**src/design/vic_pkg.sv**
```systemverilog
// vic_pkg: register map, field layout, reset values and vector table
// of the vectored interrupt controller.
// assumes a 32-bit apb master; byte address = 4 * register index.
`default_nettype none

package vic_pkg;

   // ********************************
   // sizes
   // ********************************
   localparam int          NSRC     = 9;
   localparam int          STAT_W   = 3;

   // ********************************
   // register indices
   // ********************************
   localparam logic [7:0]  IDX_ENA0 = 8'ha8;
   localparam logic [7:0]  IDX_LVH0 = 8'hb7;
   localparam logic [7:0]  IDX_LVL0 = 8'hb8;
   localparam logic [7:0]  IDX_ENA1 = 8'hb1;
   localparam logic [7:0]  IDX_LVL1 = 8'hb2;
   localparam logic [7:0]  IDX_LVH1 = 8'hb3;
   localparam logic [7:0]  IDX_STAT = 8'hc0;
   localparam logic [7:0]  IDX_MASK = 8'hc1;
   localparam logic [7:0]  IDX_SVC  = 8'hc2;

   // ********************************
   // fields and reset values
   // ********************************
   localparam int          BIT_GLOBAL = 7;
   localparam logic [7:0]  RST_REG0   = 8'h00;
   localparam logic [7:0]  RST_REG1   = 8'h00;
   localparam logic [7:0]  WMASK_LVL0 = 8'h7f;
   localparam logic [7:0]  WMASK_REG1 = 8'h05;
   localparam int          ST_ACCEPT  = 0;
   localparam int          ST_RETURN  = 1;
   localparam int          ST_ORPHAN  = 2;

   // ********************************
   // sources in polling order
   // ********************************
   localparam logic [3:0]  SRC_EXT0 = 4'h0;
   localparam logic [3:0]  SRC_TMR0 = 4'h1;
   localparam logic [3:0]  SRC_EXT1 = 4'h2;
   localparam logic [3:0]  SRC_TMR1 = 4'h3;
   localparam logic [3:0]  SRC_PCA  = 4'h4;
   localparam logic [3:0]  SRC_UART = 4'h5;
   localparam logic [3:0]  SRC_TMR2 = 4'h6;
   localparam logic [3:0]  SRC_KPD  = 4'h7;
   localparam logic [3:0]  SRC_SPI  = 4'h8;

   // ********************************
   // vector addresses
   // ********************************
   localparam logic [15:0] VEC_RESET = 16'h0000;
   localparam logic [15:0] VEC_EXT0  = 16'h0003;
   localparam logic [15:0] VEC_TMR0  = 16'h000b;
   localparam logic [15:0] VEC_EXT1  = 16'h0013;
   localparam logic [15:0] VEC_TMR1  = 16'h001b;
   localparam logic [15:0] VEC_UART  = 16'h0023;
   localparam logic [15:0] VEC_TMR2  = 16'h002b;
   localparam logic [15:0] VEC_PCA   = 16'h0033;
   localparam logic [15:0] VEC_KPD   = 16'h003b;
   localparam logic [15:0] VEC_SPARE = 16'h0043;
   localparam logic [15:0] VEC_SPI   = 16'h004b;

   typedef logic [1:0] vic_lvl_t;

endpackage

`default_nettype wire

```
**src/design/vic_arb_if.sv**
```systemverilog
// vic_arb_if: requests and levels to the arbiter, winner back.
// assumes one master and one arbiter, both purely combinational here.
`default_nettype none

interface vic_arb_if;
   import vic_pkg::*;
   logic [NSRC-1:0]           req;
   vic_lvl_t [NSRC-1:0]       lvl;
   logic                      win_valid;
   logic [3:0]                win_idx;
   vic_lvl_t                  win_lvl;

   modport mst (output req, lvl, input win_valid, win_idx, win_lvl);
   modport arb (input req, lvl, output win_valid, win_idx, win_lvl);
endinterface

`default_nettype wire

```
**src/design/vic_arbiter.sv**
```systemverilog
// vic_arbiter: picks the highest level, then the first in polling order.
// assumes requests are already gated by their enables.
`default_nettype none

module vic_arbiter
   import vic_pkg::*;
(
   // ********************************
   // request side
   // ********************************
   vic_arb_if.arb a
);

   // later assignments win: levels rise, indices fall
   always_comb begin
      a.win_valid = 1'b0;
      a.win_idx   = 4'h0;
      a.win_lvl   = 2'b00;
      for (int l = 0; l < 4; l++) begin
         for (int i = NSRC - 1; i >= 0; i--) begin
            // RQ5 higher level first
            // RQ6 fixed polling order
            if (a.req[i] && (a.lvl[i] == 2'(l))) begin
               a.win_valid = 1'b1;
               a.win_idx   = 4'(i);
               a.win_lvl   = 2'(l);
            end
         end
      end
   end

endmodule

`default_nettype wire

```
**src/design/vic_top.sv**
```systemverilog
// vic_top: vectored interrupt controller with apb registers.
// assumes sources hold their flags until cleared at the source, and the
// core pulses irq_ack to take a vector and irq_return on handler exit.
//
// Contract
// RQ1: nine sources are served, each with its own vector.
// RQ2: each source has its own enable, and the global enable blocks all.
// RQ3: a source's level is its high and low level bits, 00 lowest, 11 highest.
// RQ4: only a strictly higher level preempts, and level 3 is never preempted.
// RQ5: of requests arriving together, the higher level is served first.
// RQ6: equal levels go by ext0, tmr0, ext1, tmr1, pca, uart, tmr2, keypad, spi.
// RQ7: pca vectors to 0033h, keypad to 003bh and spi to 004bh.
// RQ8: reset vectors to 0000h, ext0 to 0003h and tmr0 to 000bh.
// RQ9: ext1 to 0013h, tmr1 to 001bh, uart 0023h, tmr2 002bh, 0043h unused.
// RQ10: uart, tmr2 and pca requests are the or of their several flags.
// RQ11: enable register 0 holds global at bit 7, sources at 6..0, resets 0.
// RQ12: level-low register 0 holds bits 6..0, bit 7 reserved, resets 0.
// RQ13: level-high register 0 uses the same bit order as level-low.
// RQ14: software writes no one to reserved bits and ignores their reads.
// RQ15: enable register 1 holds spi at bit 2 and keypad at bit 0.
// RQ16: level registers 1 hold spi at bit 2 and keypad at bit 0.
// RQ17: an accepted request presents its vector and is held in service.
//
// Our own choice: register access over APB.
`default_nettype none

module vic_top
   import vic_pkg::*;
(
   // ********************************
   // clock and reset
   // ********************************
   input  wire logic        pclk,
   input  wire logic        presetn,
   // ********************************
   // apb slave
   // ********************************
   input  wire logic        psel,
   input  wire logic        penable,
   input  wire logic        pwrite,
   input  wire logic [11:0] paddr,
   input  wire logic [31:0] pwdata,
   output var  logic [31:0] prdata,
   output var  logic        pready,
   output var  logic        pslverr,
   // ********************************
   // source flags
   // ********************************
   input  wire logic        ext0_flag,
   input  wire logic        tmr0_ovf_flag,
   input  wire logic        ext1_flag,
   input  wire logic        tmr1_ovf_flag,
   input  wire logic        tmr2_ovf_flag,
   input  wire logic        tmr2_ext_flag,
   input  wire logic        uart_rx_flag,
   input  wire logic        uart_tx_flag,
   input  wire logic        pca_ovf_flag,
   input  wire logic [4:0]  pca_match_flags,
   input  wire logic        keypad_flag,
   input  wire logic        spi_flag,
   // ********************************
   // core side
   // ********************************
   output var  logic        irq_req,
   output var  logic [15:0] irq_vector,
   output var  logic [1:0]  irq_level,
   input  wire logic        irq_ack,
   input  wire logic        irq_return,
   // ********************************
   // summary interrupt
   // ********************************
   output var  logic        irq
);

   // ********************************
   // registers
   // ********************************
   logic [7:0]        irq_enable_reg0;
   logic [7:0]        lvl_low_reg0;
   logic [7:0]        lvl_high_reg0;
   logic [7:0]        irq_enable_reg1;
   logic [7:0]        lvl_low_reg1;
   logic [7:0]        lvl_high_reg1;
   logic [STAT_W-1:0] irq_status;
   logic [STAT_W-1:0] irq_mask;
   logic [3:0]        active;
   logic [3:0]        next_active;

   logic [7:0]        idx;
   logic              aligned;
   logic              mapped;
   logic              wr_en;
   logic              rd_done;
   logic [7:0]        rdata;

   logic [NSRC-1:0]   flags;
   logic [NSRC-1:0]   src_en;
   logic              grant_ok;
   logic              accept;
   logic [STAT_W-1:0] events;

   vic_arb_if arb_bus ();

   // ********************************
   // apb decode
   // ********************************
   assign idx     = paddr[9:2];
   assign aligned = (paddr[1:0] == 2'b00) && (paddr[11:10] == 2'b00);
   assign wr_en   = psel && penable && pwrite && mapped;
   assign rd_done = psel && penable && !pwrite && mapped;
   assign pready  = 1'b1;
   assign pslverr = psel && penable && !mapped;

   always_comb begin
      mapped = aligned;
      rdata  = 8'h00;
      unique case (idx)
         IDX_ENA0: rdata = irq_enable_reg0;
         IDX_LVH0: rdata = lvl_high_reg0;
         IDX_LVL0: rdata = lvl_low_reg0;
         IDX_ENA1: rdata = irq_enable_reg1;
         IDX_LVL1: rdata = lvl_low_reg1;
         IDX_LVH1: rdata = lvl_high_reg1;
         IDX_STAT: rdata = 8'(irq_status);
         IDX_MASK: rdata = 8'(irq_mask);
         IDX_SVC:  rdata = {4'h0, active};
         default:  mapped = 1'b0;
      endcase
   end

   // read data is captured in setup so the output comes from a flop
   always_ff @(posedge pclk or negedge presetn) begin
      if (!presetn) begin
         prdata <= 32'h0000_0000;
      end else if (psel && !penable) begin
         prdata <= mapped ? {24'h00_0000, rdata} : 32'h0000_0000;
      end
   end

   // ********************************
   // control registers
   // ********************************
   always_ff @(posedge pclk or negedge presetn) begin
      if (!presetn) begin
         // RQ11 enable reset
         irq_enable_reg0 <= RST_REG0;
         // RQ12 level-low reset
         lvl_low_reg0    <= RST_REG0;
         lvl_high_reg0   <= RST_REG0;
         // RQ15 second enable reset
         irq_enable_reg1 <= RST_REG1;
         lvl_low_reg1    <= RST_REG1;
         lvl_high_reg1   <= RST_REG1;
         irq_mask        <= '0;
      end else if (wr_en) begin
         // reserved bits drop on write, so they always read zero
         unique case (idx)
            IDX_ENA0: irq_enable_reg0 <= pwdata[7:0];
            // RQ12 level-low layout
            IDX_LVL0: lvl_low_reg0    <= pwdata[7:0] & WMASK_LVL0;
            // RQ13 level-high layout
            IDX_LVH0: lvl_high_reg0   <= pwdata[7:0] & WMASK_LVL0;
            // RQ15 second enable
            IDX_ENA1: irq_enable_reg1 <= pwdata[7:0] & WMASK_REG1;
            // RQ16 second level pair
            IDX_LVL1: lvl_low_reg1    <= pwdata[7:0] & WMASK_REG1;
            IDX_LVH1: lvl_high_reg1   <= pwdata[7:0] & WMASK_REG1;
            IDX_MASK: irq_mask        <= pwdata[STAT_W-1:0];
            default: ;
         endcase
      end
   end

   // ********************************
   // source gathering
   // ********************************
   // RQ1 nine sources
   // RQ10 or-ed source flags
   assign flags = {spi_flag,
                   keypad_flag,
                   tmr2_ovf_flag | tmr2_ext_flag,
                   uart_rx_flag | uart_tx_flag,
                   pca_ovf_flag | (|pca_match_flags),
                   tmr1_ovf_flag,
                   ext1_flag,
                   tmr0_ovf_flag,
                   ext0_flag};

   // RQ11 enable bit order
   assign src_en = {irq_enable_reg1[2], irq_enable_reg1[0],
                    irq_enable_reg0[5], irq_enable_reg0[4],
                    irq_enable_reg0[6], irq_enable_reg0[3:0]};

   // RQ2 individual and global gating
   assign arb_bus.req = flags & src_en & {NSRC{irq_enable_reg0[BIT_GLOBAL]}};

   // RQ3 level from high and low bits
   always_comb begin
      arb_bus.lvl[SRC_EXT0] = {lvl_high_reg0[0], lvl_low_reg0[0]};
      arb_bus.lvl[SRC_TMR0] = {lvl_high_reg0[1], lvl_low_reg0[1]};
      arb_bus.lvl[SRC_EXT1] = {lvl_high_reg0[2], lvl_low_reg0[2]};
      arb_bus.lvl[SRC_TMR1] = {lvl_high_reg0[3], lvl_low_reg0[3]};
      arb_bus.lvl[SRC_UART] = {lvl_high_reg0[4], lvl_low_reg0[4]};
      arb_bus.lvl[SRC_TMR2] = {lvl_high_reg0[5], lvl_low_reg0[5]};
      arb_bus.lvl[SRC_PCA]  = {lvl_high_reg0[6], lvl_low_reg0[6]};
      // RQ16 keypad and spi levels
      arb_bus.lvl[SRC_KPD]  = {lvl_high_reg1[0], lvl_low_reg1[0]};
      arb_bus.lvl[SRC_SPI]  = {lvl_high_reg1[2], lvl_low_reg1[2]};
   end

   vic_arbiter u_arb (
      .a (arb_bus.arb)
   );

   // ********************************
   // vector table
   // ********************************
   function automatic logic [15:0] vec_of(input logic [3:0] s);
      unique case (s)
         // RQ8 ext0 and tmr0
         SRC_EXT0: vec_of = VEC_EXT0;
         SRC_TMR0: vec_of = VEC_TMR0;
         // RQ9 standard vectors
         SRC_EXT1: vec_of = VEC_EXT1;
         SRC_TMR1: vec_of = VEC_TMR1;
         SRC_UART: vec_of = VEC_UART;
         SRC_TMR2: vec_of = VEC_TMR2;
         // RQ7 added vectors
         SRC_PCA:  vec_of = VEC_PCA;
         SRC_KPD:  vec_of = VEC_KPD;
         SRC_SPI:  vec_of = VEC_SPI;
         default:  vec_of = VEC_SPARE;
      endcase
   endfunction

   // ********************************
   // preemption and service
   // ********************************
   // RQ4 strictly higher than every level in service
   assign grant_ok = arb_bus.win_valid && ((active >> arb_bus.win_lvl) == 4'h0);
   assign accept   = irq_req && irq_ack;

   always_comb begin
      next_active = active;
      // return retires the highest level in service
      if (irq_return) begin
         if (active[3]) begin
            next_active[3] = 1'b0;
         end else if (active[2]) begin
            next_active[2] = 1'b0;
         end else if (active[1]) begin
            next_active[1] = 1'b0;
         end else begin
            next_active[0] = 1'b0;
         end
      end
      if (accept) begin
         next_active[irq_level] = 1'b1;
      end
   end

   // RQ17 level held in service
   always_ff @(posedge pclk or negedge presetn) begin
      if (!presetn) begin
         active <= 4'h0;
      end else begin
         active <= next_active;
      end
   end

   // request drops for a cycle after ack or return so the new
   // in-service state is seen before the next offer
   always_ff @(posedge pclk or negedge presetn) begin
      if (!presetn) begin
         irq_req    <= 1'b0;
         // RQ8 reset vector
         irq_vector <= VEC_RESET;
         irq_level  <= 2'b00;
      end else begin
         irq_req <= grant_ok && !irq_ack && !irq_return;
         // RQ17 present winning vector
         if (grant_ok && !accept) begin
            irq_vector <= vec_of(arb_bus.win_idx);
            irq_level  <= arb_bus.win_lvl;
         end
      end
   end

   // ********************************
   // status and summary interrupt
   // ********************************
   always_comb begin
      events            = '0;
      events[ST_ACCEPT] = accept;
      events[ST_RETURN] = irq_return && (active != 4'h0);
      events[ST_ORPHAN] = irq_return && (active == 4'h0);
   end

   // only bits shown in the captured read are cleared; set wins
   always_ff @(posedge pclk or negedge presetn) begin
      if (!presetn) begin
         irq_status <= '0;
      end else if (rd_done && (idx == IDX_STAT)) begin
         irq_status <= (irq_status & ~prdata[STAT_W-1:0]) | events;
      end else begin
         irq_status <= irq_status | events;
      end
   end

   assign irq = |(irq_status & irq_mask);

   // ********************************
   // assertions
   // ********************************
   logic higher_pending;

   always_comb begin
      higher_pending = 1'b0;
      for (int i = 0; i < NSRC; i++) begin
         if (arb_bus.req[i] && (arb_bus.lvl[i] > arb_bus.win_lvl)) begin
            higher_pending = 1'b1;
         end
      end
   end
endmodule

`default_nettype wire

```
**config.mk**
```make
export PLATFORM = sky130hd
export DESIGN_NAME = vic_top
export DESIGN_NICKNAME = d
export VERILOG_FILES = /design/src/design/vic_pkg.sv /design/src/design/vic_arb_if.sv /design/src/design/vic_arbiter.sv /design/src/design/vic_top.sv
export SDC_FILE = /design/constraint.sdc
export NUM_CORES = 1
export LEC_CHECK = 0
export BUFFER_PORTS_ARGS = -buffer_cell sky130_fd_sc_hd__buf_2
export CAP_MARGIN = 25
export CORE_AREA = 2 2 93 95
export CTS_BUF_LIST = sky130_fd_sc_hd__clkbuf_4 sky130_fd_sc_hd__clkbuf_8 sky130_fd_sc_hd__clkbuf_16
export DETAILED_ROUTE_END_ITERATION = 10
export DIE_AREA = 0 0 95 97
export PLACE_DENSITY = 0.78
export SLEW_MARGIN = 40
export SYNTH_ARGS = -nofsm -noshare
export SYNTH_HDL_FRONTEND = slang
export SYNTH_SLANG_ARGS = --single-unit
```
**constraint.sdc**
```tcl
create_clock -name pclk -period 2.86 [get_ports pclk]
set_input_delay 0.715 -clock pclk [delete_from_list [all_inputs] [get_ports pclk]]
set_output_delay 0.715 -clock pclk [all_outputs]
set_load 0.01 [all_outputs]
```
* Word-level counts from Yosys, hierarchy flattened
Memories as Yosys holds them, arrays and structs flattened. A register that Yosys moved wholly into a read port is not among the register bits.
Cells that the tools add are included.
** Cells by class
- $lt $le $gt $ge :: 2
- Equality and inequality tests :: 36
- Shift operators :: 1
- Muxes and demuxes :: 110
- Bitwise gates (word level) :: 11
- Reduce and logical (&&, ||, !) cells :: 84
** Operators with widths (count)
- $mux 4 :: 38
- $eq 8x8->1 const B :: 9
- $pmux 8 s9 :: 1
- $logic_and 1x1->1 :: 53
- $mux 1 :: 48
- $mux 2 :: 19
- $eq 2x2->1 const B :: 18
- $logic_not 2->1 :: 11
- $and 9x9->9 :: 2
- $eq 2x1->1 const B :: 9
- $reduce_and 2->1 :: 7
- $reduce_or 9->1 :: 1
- $logic_not 4->1 :: 2
- $mux 8 :: 1
- $logic_not 1->1 :: 7
- $and 3x3->3 :: 2
- $mux 3 :: 2
- $or 3x3->3 :: 2
- $reduce_or 5->1 :: 1
- $or 4x4->4 :: 1
- $reduce_bool 4->1 :: 1
- $shr 4x2->4 :: 1
- $lt 2x3->1 const B :: 1
- $not 3->3 :: 1
- 4 further kinds :: 6
** Word-level totals
- Register bits after elaboration :: 89
- Bits in read-only memories :: 64
- Bits of input ports :: 67
- Output and inout port bits :: 54
- Word-level logic and storage cells :: 258
- Memories kept :: 1
** Memories
- (name not given) :: words 16, width 4, rd ports 1, clocked after memory_dff 1, write ports 0, line vic_top.sv:219 : unique case (s)

* Longest topological paths before layout
Gate-level depths: netlist of run 1.
- Depth in word-level cells :: 44
- Mapped depth :: 13
- Gate-level depth less buffers :: 11

* Modules after synthesis
A second synthesis of run 1 with hierarchy kept.
** Unflattened totals
- Cells, all modules :: 392
- Area total of the unflattened synthesis :: 3779.9 um^2
** Modules (own cells, without submodules)
- vic_top :: instances 1, cells an instance 279, area each 3011.6 um^2, seq. area each 1351.3 um^2
- vic_arbiter :: instances 1, cells an instance 113, area each 768.2 um^2, seq. area each 0.0 um^2

* Worst setup path after synthesis of run 1
No wires, ideal clock.
- Path type :: in2reg
- From :: input port paddr[8]
- To :: register lvl_high_reg1[0]
- Setup time :: 0.125 ns
- Arrival :: 2.840 ns
- Required time :: 2.735 ns
- Slack :: -0.105 ns
- Stages on the path :: 9
- Buffers on the path :: 1
- Cell sequence :: nand4b_1 o21a_1 a311o_1 a21oi_1 o21ai_1 or3_1 buf_2 or3b_4 mux2_4
** Between the ends
- Longest elaborated chain between the ends :: 5
- Elaborated cells between the ends (all ways) :: 13
- Classes of those cells :: eq/ne (9); mux (1); reduce/logical (3)
** Ends and longest elaborated chain
- start, declared :: line vic_top.sv:41 : input wire logic [11:0] paddr,
- $eq 8x8->1 (on tied branches) :: line vic_top.sv:117, vic_top.sv:157
- $reduce_or 9->1 (no line)
- $mux 1 :: line vic_top.sv:117 : unique case (idx)
- $logic_and 1x1->1 :: line vic_top.sv:109 : assign wr_en = psel && penable && pwrite && mapped;
- $reduce_and 2->1 (no line) (*)
- end signal, assigned :: line vic_top.sv:167 : IDX_LVH1: lvl_high_reg1 <= pwdata[7:0] & WMASK_REG1;
- end, declared :: line vic_top.sv:83 : logic [7:0] lvl_high_reg1;
Every way passes the cells marked *; elsewhere a longest branch is shown, timed or not.
A chain may end at the register's enable or synchronous reset.

* Worst setup path after layout of run 1
- From :: input port paddr[6]
- To :: output port pslverr
** Between the ends
- Longest elaborated chain between the ends :: 5
- Elaborated cells between the ends (all ways) :: 13
- Classes of those cells :: eq/ne (9); mux (1); reduce/logical (3)
** Ends and longest elaborated chain
- $eq 8x8->1 :: line vic_top.sv:117
- $reduce_or 9->1 (no line) (*)
- $mux 1 (*) :: line vic_top.sv:117
- $logic_not 1->1 (*) :: line vic_top.sv:112 : assign pslverr = psel && penable && !mapped;
- $logic_and 1x1->1 (*) :: line vic_top.sv:112
- end, declared :: line vic_top.sv:45 : output var logic pslverr,
Marks and branches as above.

==> impl_metrics.ini, run 1 <==
[run_status]
status = finished clean

[worst_setup_path]
cp_max_fo = 4
timing.rr.end = irq_vector[4]
critPathLaunchType = input pin
required_ns = 2.14
path_buf_inv = 3
path_cells = buf_2 -> and4b_1 -> nand2_1 -> nor3b_1 -> or3_1 -> o21ai_2 -> buf_4 -> nor2b_4 -> buf_6
ff2ff_setup_slack_ns = 0.02
cp.arrival_ns = 2.13
path_delay_family = simple AND/OR/NAND/NOR gates
end_kind = output port
worstSetupPathType = in -> out
cp_slowest_cell = or3_1
worstRegToRegCells = 12
slowest_delay_ns = 0.39
rr_startpoint = irq_enable_reg0[7]

[placed_design]
portBuffers = 61
dpl.hpwl_um = 9480
dpl_worst_slack_ns = -0.454
gp_congestion = 0.942
place_area_sq_um = 4600

[global_route]
grt_pass1_wl_um = 18800
grt_pass1_vias = 3780
antenna_found_initial = 2
grt_start_max_net_pins = 36
grt_usage = 0.261
grt_overflow = 0

[yosys]
synth_top_cell_area_share = 0.358
ys_seq_area_frac = 0.358
synth_cell_types = 69
syn_avg_cell_area_sq_um = 9.18
synthCells = 411
synth_edf_count = 0
synth_area_leader_cell = dfrtp_1
synthTopCellsByArea = dfrtp_1, mux2_2, buf_4, nor2_1, o21ai_0
yosysWarnings = 0
yosys_register_bits = 54
synth_ff_type = dfrtp_1
ys_async_sr_fraction = 1.00
syn_area_sq_um = 3770

[power]
peakVddDrop_mv = 0.225
power_mw = 1.36
powerDensity_nw_per_um2 = 278
leakage_nw = 2.30

[clock_network]
cts_hold_buf = 0
numCtsBuffers = 5
cts_root_buf = clkbuf_8
cts_tree = built
cts.sinks = 54
clk-insertion-delay-late_ns = 0.32
cts_max_path_buffers = 2
htreeDepth = 2
clk_pin_slew_ns = 0.10

[final_layout]
drive_gt1_frac = 0.403
area_growth_pct = 29.8
final_util = 0.602
nets = 615
fin_area_sq_um = 4900
fill_cells = 729
n_antenna_cell = 0

[sta]
rsz0062_at_grt = true
period_needed_ns = 2.85
skew_ns = 0.00767
slew_headroom = 0.539
tightest_slew_ns = 0.692
fmax_ghz = 0.351
hold_violations = 0
worst_slack_ns = 0.0130
setup_viol = 0
slew_violations = 0
fin_crit_sh = 0.995

[floorplan]
row_count = 33
die_w_um = 95
floorplan.die_area_sq_um = 9220
start_util = 0.464
core-area_sq_um = 8130
die_h_um = 97
ios = 121

[drt]
postRouteAntennaNets = 0
drtPass1Iterations = 5
drc_errors = 0
drt_iter0_markers = 330
vias = 3870
wire_per_inst_um = 18.3
drt-total-wl_um = 12000
routed_via_density = 5.93

[flow_run]
max-cap-violations = 0

[min_path]
hold_class = in -> async
==> through the flow <==
| step | instances | hold slack (ns) | TNS (ns) |
|---|---|---|---|
| final | 653 | 0.355 | 0 |
| after global routing | 653 | 0.384 | -0.204 |
| after CTS | 649 | 0.362 | 0 |
| after detailed placement | 635 | 0.463 | -11.64 |
| after global placement | 635 | 0.459 | -9.31 |
| after floorplan | 444 | 0.419 | -0.288 |
==> Yosys cell counts (all sizes together) (3+ instances only) <==
cell type,count
nor3b,3
o21ai,21
and2,5
or3,8
nor2b,5
buf,46
nor3,10
nand3b,3
a222oi,8
a22oi,7
dfrtp,54
o31ai,12
nand2,26
and4b,5
or3b,3
or2,4
nand4,7
nor2,29
a21oi,14
nand3,7
nand4b,5
nor4,7
a31oi,3
a2111oi,3
o22ai,9
o211ai,7
inv,19
mux2,34
a211o,3
clkbuf,5
==> where the power goes <==
part           switching [mW]  internal, mW  leakage (nW)
combinational          0.0787        0.0464          1.53
sequential            0.00217         0.765         0.718
clock                   0.269         0.200        0.0478
==> state kept, by name, indices dropped and copies added, names as in the netlist <==
signal and count:
irq_vector 5, irq_enable_reg1 2, active 4, irq_enable_reg0 8
lvl_low_reg1 2, prdata 8, irq_level 2, irq_req 1
irq_mask 3, lvl_high_reg0 7, lvl_low_reg0 7, lvl_high_reg1 2
irq_status 3
==> worst reg2reg max path: cells and delay by family (launching register included) <==
| family | cells | cell delay (ns) |
|---|---|---|
| flops | 1 | 0.44 |
| buf+inv | 2 | 0.35 |
| fa+ha+maj | 1 | 0.32 |
| mux | 1 | 0.16 |
| compound gates | 6 | 1.05 |
| simple gates | 2 | 0.45 |
==> worst max-delay path by stage <==
stage,cells past startpoint,slack [ns],endpoint,start
after CTS,11,0.009,irq_vector[4],irq_enable_reg0[7]
after global routing,12,-0.09,irq_vector[4],irq_enable_reg0[7]
after floorplan,9,-0.08,lvl_high_reg1[0],paddr[8]
after global placement,11,-0.37,irq_vector[4],keypad_flag
after detailed placement,11,-0.45,irq_vector[4],pca_match_flags[3]
final,9,0.01,pslverr,paddr[6]
==> layout by cell type (no fill, tap or decap), types with 3 or more instances in the layout <==
master     n
o22ai_1    9
mux2_2    31
buf_6      4
o21ai_1    5
inv_1     19
buf_4     82
nand3b_1   3
nand4b_1   5
o21ai_0   14
o211ai_1   7
nor2b_1    4
and4b_1    5
and2_1     4
a21oi_1   12
a211o_1    3
or2_2      3
or3_1      6
conb_1    35
buf_2     59
nor4_1     6
clkbuf_8   6
nand3_1    7
nand4_1    7
dfrtp_1   53
nor2_2     4
a31oi_1    3
nor2_1    25
nand2_1   26
a222oi_1   8
a22oi_1    6
nor3_1     8
o31ai_1   12
==> cells by family after synthesis <==
kind of cell,share of synthesized area
simple gates,0.211
compound gates,0.212
buf+inv,0.108
flops,0.358
mux,0.106
other cells,0.00199
fa+ha+maj,0.00332
==> per-layer routing <==
metal / vias up / track usage / share of wire / wire length, um
li1: 1778 / - / - / -
met5: - / 0 / 0.0011 / 13
met2: 205 / 0.423 / 0.48 / 5700
met1: 1855 / 0.345 / 0.42 / 4970
met4: 2 / 0.0736 / 0.022 / 267
met3: 30 / 0.0607 / 0.084 / 1000
==> repair_timing <==
item	CTS	global route
setup buffers	6	4
pin swaps	6	9
endpoints found under the setup margin	7	29
gates resized for setup	11	26
==> area by class of cell <==
class                   count  area [sq um]  area share
flip-flops and latches     54          1350       0.276
multi-input cells         320          2250       0.459
inverters                  19          71.3      0.0146
well taps                 105           131      0.0268
repair buffers            147           996       0.203
clock buffers               6          82.6      0.0169
clock inverters             2          16.3     0.00332
(Power assumes the default switching activity.)
==> run 2: changes to the inputs <==
- PLACE_DENSITY: 0.78 -> 0.76
==> run 2 against run 1 <==
Power decreased by 2.3%. Register-to-register slack improved by 0.04 ns. Clock skew fell by 0.0035 ns. Largest power group unchanged.
==> impl_metrics.ini, run 2 (synthesis gave the netlist of run 1 again) <==
[worst_setup_path]
path_buf_inv = 3
required_ns = 2.14
rr_startpoint = irq_enable_reg0[7]
cp_slowest_cell = a311o_1
cp_max_fo = 4
path_delay_family = compound AO/OA/AOI/OAI gates
worst-path-stages = 9
timing.rr.end = irq_vector[4]
end_kind = output port
path_cells = buf_8 -> nand4b_1 -> o21a_1 -> a311o_1 -> a21oi_2 -> o21ai_2 -> buf_4 -> nor2b_4 -> buf_6
worstRegToRegCells = 11
ff2ff_setup_slack_ns = 0.06
crit_end = pslverr
slowest_delay_ns = 0.30
cp.arrival_ns = 2.11
worstSetupPathType = in -> out
crit_path_start = paddr[8]
critPathLaunchType = input pin

[sta]
hold_violations = 0
fin_setup_tns_ns = 0
slew_headroom = 0.614
period_needed_ns = 2.83
fin_crit_sh = 0.988
fmax_ghz = 0.354
rsz0062_at_grt = true
holdWs_ns = 0.313
skew_ns = 0.00415
setup_viol = 0
tightest_slew_ns = 0.579
slew_violations = 0

[placed_design]
portBuffers = 61
dpl.hpwl_um = 9760
gp_congestion = 0.952
placed_cells = 634

[drt]
postRouteAntennaNets = 0
routed_via_density = 5.97
drt_iter0_markers = 377
drc_errors = 0
wire_per_inst_um = 18.7
drtPass1Iterations = 6
routedLengthMet1_um = 5120
wl_met3_um = 1050
drt-total-wl_um = 12100
vias = 3877
dr.max_layer_used = met4
wl_met2_um = 5670

[floorplan]
die_h_um = 97
row_count = 33
start_util = 0.464
die_w_um = 95
floorplan.die_area_sq_um = 9220
ios = 121
core-area_sq_um = 8130

[clock_network]
clk-insertion-delay-late_ns = 0.31
cts_tree = built
cts_max_path_buffers = 2
clk_pin_slew_ns = 0.10
cts.sinks = 54
htreeDepth = 2
cts_hold_buf = 0
numCtsBuffers = 5
cts_root_buf = clkbuf_8

[global_route]
grt_overflow = 0
antenna_found_initial = 0
grt_start_max_net_pins = 25
grt_usage = 0.269
grt_pass1_vias = 3710
grt_pass1_wl_um = 19300

[power]
power_mw = 1.33
peakVddDrop_mv = 0.220
leakage_nw = 2.28
powerDensity_nw_per_um2 = 274

[min_path]
hold_class = in -> async

[final_layout]
layout_commonest_cell = buf_4
final_cells = 649
final_util = 0.597
top_regs = irq_enable_reg0 x8, prdata x8
final_cell_mix = buf_4, buf_2, dfrtp_1
nets = 611
drive_gt1_frac = 0.392
area_growth_pct = 28.7
n_antenna_cell = 0

[run_status]
status = finished clean

[flow_run]
max-cap-violations = 0
==> run 2: cell types whose count changed in the layout (fill, tap and decap cells not counted), sizes merged <==
cell    previous run  this run
buf              147       143
clkbuf             6         5
clkinv             0         2
inv               20        19
==> run 2: through the flow <==
step	cell area (sq um)	setup slack, ns
2_1_floorplan	3920	-0.0793
3_3_place_gp	4560	-0.309
3_5_place_dp	4590	-0.431
4_1_cts	4760	0.00190
5_1_grt	4860	-0.0737
6_report	4860	0.0342
==> run 2: routing by layer <==
layer / GRT usage / vias to the layer above
met1: 0.372 / 1872
met4: 0.0892 / 0
met5: 0 / -
li1: - / 1763
met3: 0.0467 / 32
met2: 0.425 / 210
==> run 2: final cells by class <==
type,instances,area (sq um)
Clock buffer,5,68.8
Clock inverter,3,21.3
Fill cell,757,3280
Inverter,19,71.3
Multi-Input combinational cell,320,2250
Sequential cell,54,1350
Tap cell,105,131
Timing Repair Buffer,143,965
==> run 2: where the power goes <==
| part | leakage, nW | switching [mW] | internal, mW |
|---|---|---|---|
| combinational | 1.52 | 0.0812 | 0.0500 |
| sequential | 0.719 | 0.00231 | 0.765 |
| clock | 0.0441 | 0.259 | 0.173 |
| total | 2.28 | 0.343 | 0.987 |
==> run 2: how the worst min path moves through the flow <==
stage | start | endpoint | slack, ns | depth (start not counted)
2_1_floorplan | presetn | active[0] | 0.42 | 0
5_1_grt | presetn | lvl_low_reg0[4] | 0.32 | 1
3_3_place_gp | irq_vector[0] | irq_vector[0] | 0.47 | 1
3_5_place_dp | prdata[4] | prdata[4] | 0.48 | 2
6_report | presetn | lvl_low_reg0[4] | 0.31 | 1
4_1_cts | presetn | lvl_low_reg0[4] | 0.31 | 1
==> run 2: timing repair <==
action,CTS,global route
setup endpoints to repair,2,28
gates resized for setup,10,23
setup buffers,4,3
pin swaps,7,10
==> run 2: worst register-to-register path, stage by stage, from the launching register on <==
cell	delay, ns
dfrtp_1	0.41
buf_4	0.17
and4b_1	0.21
a22oi_2	0.19
or3b_4	0.40
or3_1	0.31
a41o_1	0.21
a32oi_2	0.20
ha_1	0.28
mux2i_1	0.14
o211ai_1	0.09
o21ai_1	0.10
==> run 3: changes to the inputs <==
- CORE_AREA: 2 2 93 95 -> 2 2 116 118
- DIE_AREA: 0 0 95 97 -> 0 0 118 120
- PLACE_DENSITY: 0.76 -> default
==> run 3 against run 2 <==
Count of clock-buffer cells in the layout up 1. Worst setup slack better by 0.020 ns. Power up 14%. Critical path depth up 2. Die area up 54%. Via count down 2.1%. Final area up 2.7%. Critical endpoint is now irq_vector[4]. Sequential cell count unchanged. Routed wire length up 0.33%. Maximum frequency up 0.72%.
==> impl_metrics.ini, run 3 (synthesis gave the netlist of run 1 again) <==
[floorplan]
ios = 121
die_w_um = 118
floorplan.die_area_sq_um = 14200
die_h_um = 120
row_count = 42
start_util = 0.291
core-area_sq_um = 13000

[drt]
wire_per_inst_um = 16.9
drt_iter0_markers = 313
vias = 3796
drtPass1Iterations = 8
drc_errors = 0
routed_via_density = 5.25
drt-total-wl_um = 12200
postRouteAntennaNets = 0

[clock_network]
cts_tree = built
numCtsBuffers = 5
cts_max_path_buffers = 2
cts_hold_buf = 0
clk_pin_slew_ns = 0.07
clk-insertion-delay-late_ns = 0.30
htreeDepth = 2
cts.sinks = 54
cts_root_buf = clkbuf_16

[final_layout]
nets = 614
layout_commonest_cell = buf_4
regArea_sq_um = 1350
multiInputGateArea_sq_um = 2220
fill_cells = 1304
top_regs = irq_enable_reg0 x8, prdata x8
final_cell_mix = buf_4, buf_2, dfrtp_1
area_growth_pct = 32.2
final_util = 0.384
final_cells = 723
drive_gt1_frac = 0.391
fin_area_sq_um = 4990
n_antenna_cell = 0

[worst_setup_path]
end_kind = flop
crit_end = irq_vector[4]
rr_startpoint = irq_enable_reg0[7]
crit_path_start = keypad_flag
worstRegToRegCells = 11
timing.rr.end = irq_vector[4]
cp.arrival_ns = 3.01
critPathLaunchType = input pin
required_ns = 3.07
cp_max_fo = 2
worstSetupPathType = in -> reg
ff2ff_setup_slack_ns = 0.06

[sta]
hold_violations = 0
period_needed_ns = 2.81
slew_headroom = 0.447
skew_ns = 0.0122
fin_setup_tns_ns = 0
setup_viol = 0
fmax_ghz = 0.356
fin_crit_sh = 0.981
slew_violations = 0
rsz0062_at_grt = true
tightest_slew_ns = 0.829

[global_route]
grt_pass1_vias = 3688
antenna_found_initial = 0
grt_overflow = 0
grt_pass1_wl_um = 19400
grt_usage = 0.172
grt_start_max_net_pins = 39

[placed_design]
place_area_sq_um = 4690
placed_cells = 709
dpl.hpwl_um = 9820
portBuffers = 61
gp_congestion = 0.974

[power]
power.switching_mw = 0.362
peakVddDrop_mv = 0.199
combPwrFrac = 0.082
powerDensity_nw_per_um2 = 303
p_clk_frac = 0.410
switching_share = 0.240
seqPwrFrac = 0.508
p_int_mw = 1.15
leakage_nw = 2.31
power_mw = 1.51

[min_path]
hold_class = in -> async

[flow_run]
max-cap-violations = 0

[run_status]
status = finished clean
## run 3: changes by cell type in the layout (fill, tap and decap cells not counted), sizes merged
cell,delta
inv,+1
clkbuf,+1
buf,+3
clkinv,-2
## run 3: stage by stage
stage	setup WS (ns)	hold WS [ns]
detailed placement	-0.467	0.472
CTS	-0.0119	0.333
finish	0.0544	0.324
global route	-0.133	0.356
global placement	-0.433	0.461
floorplan	-0.0793	0.419
## run 3: worst min path at each step
stage,to,cells after the start
after floorplan,active[0],0
after global routing,prdata[5],1
after detailed placement,prdata[4],2
after global placement,prdata[6],2
final,prdata[6],1
after CTS,prdata[6],1
## run 3: critical path, cell delays in order
cell	delay, ns
buf_2	0.11
and4b_1	0.21
a22oi_2	0.20
or3b_4	0.41
or3_1	0.31
a41o_1	0.25
a32oi_2	0.20
ha_1	0.27
mux2i_1	0.15
o211ai_1	0.10
o21ai_0	0.09
## run 3: timing repair
item / CTS / global route
buffers inserted: 3 / 3
pin swaps: 0 / 10
gates resized for setup: 6 / 20
endpoints found under the setup margin: 5 / 40
gates cloned: 0 / 1
## run 3: routing by layer
| layer | global-route usage | routed length, um | vias up |
|---|---|---|---|
| met3 | 0.0356 | 885 | 23 |
| met2 | 0.281 | 5590 | 186 |
| li1 | - | - | 1763 |
| met5 | 0 | 0 | - |
| met1 | 0.230 | 5480 | 1824 |
| met4 | 0.0527 | 235 | 0 |
## run 3: area by class of cell
class                   count  share of cell area
repair buffers            146               0.195
multi-input cells         320               0.445
clock buffers               6              0.0266
flip-flops and latches     54               0.271
inverters                  19              0.0143
well taps                 176              0.0441
clock inverters             2             0.00326
## run 3: power groups by stage
stage	clock (mW)	sequential (mW)	combinational (mW)
3_3_place_gp	0	0.782	0.114
3_5_place_dp	0	0.782	0.117
6_report	0.620	0.767	0.124
4_1_cts	0.634	0.767	0.118
2_1_floorplan	0	0.781	0.0763
5_1_grt	0.663	0.767	0.137
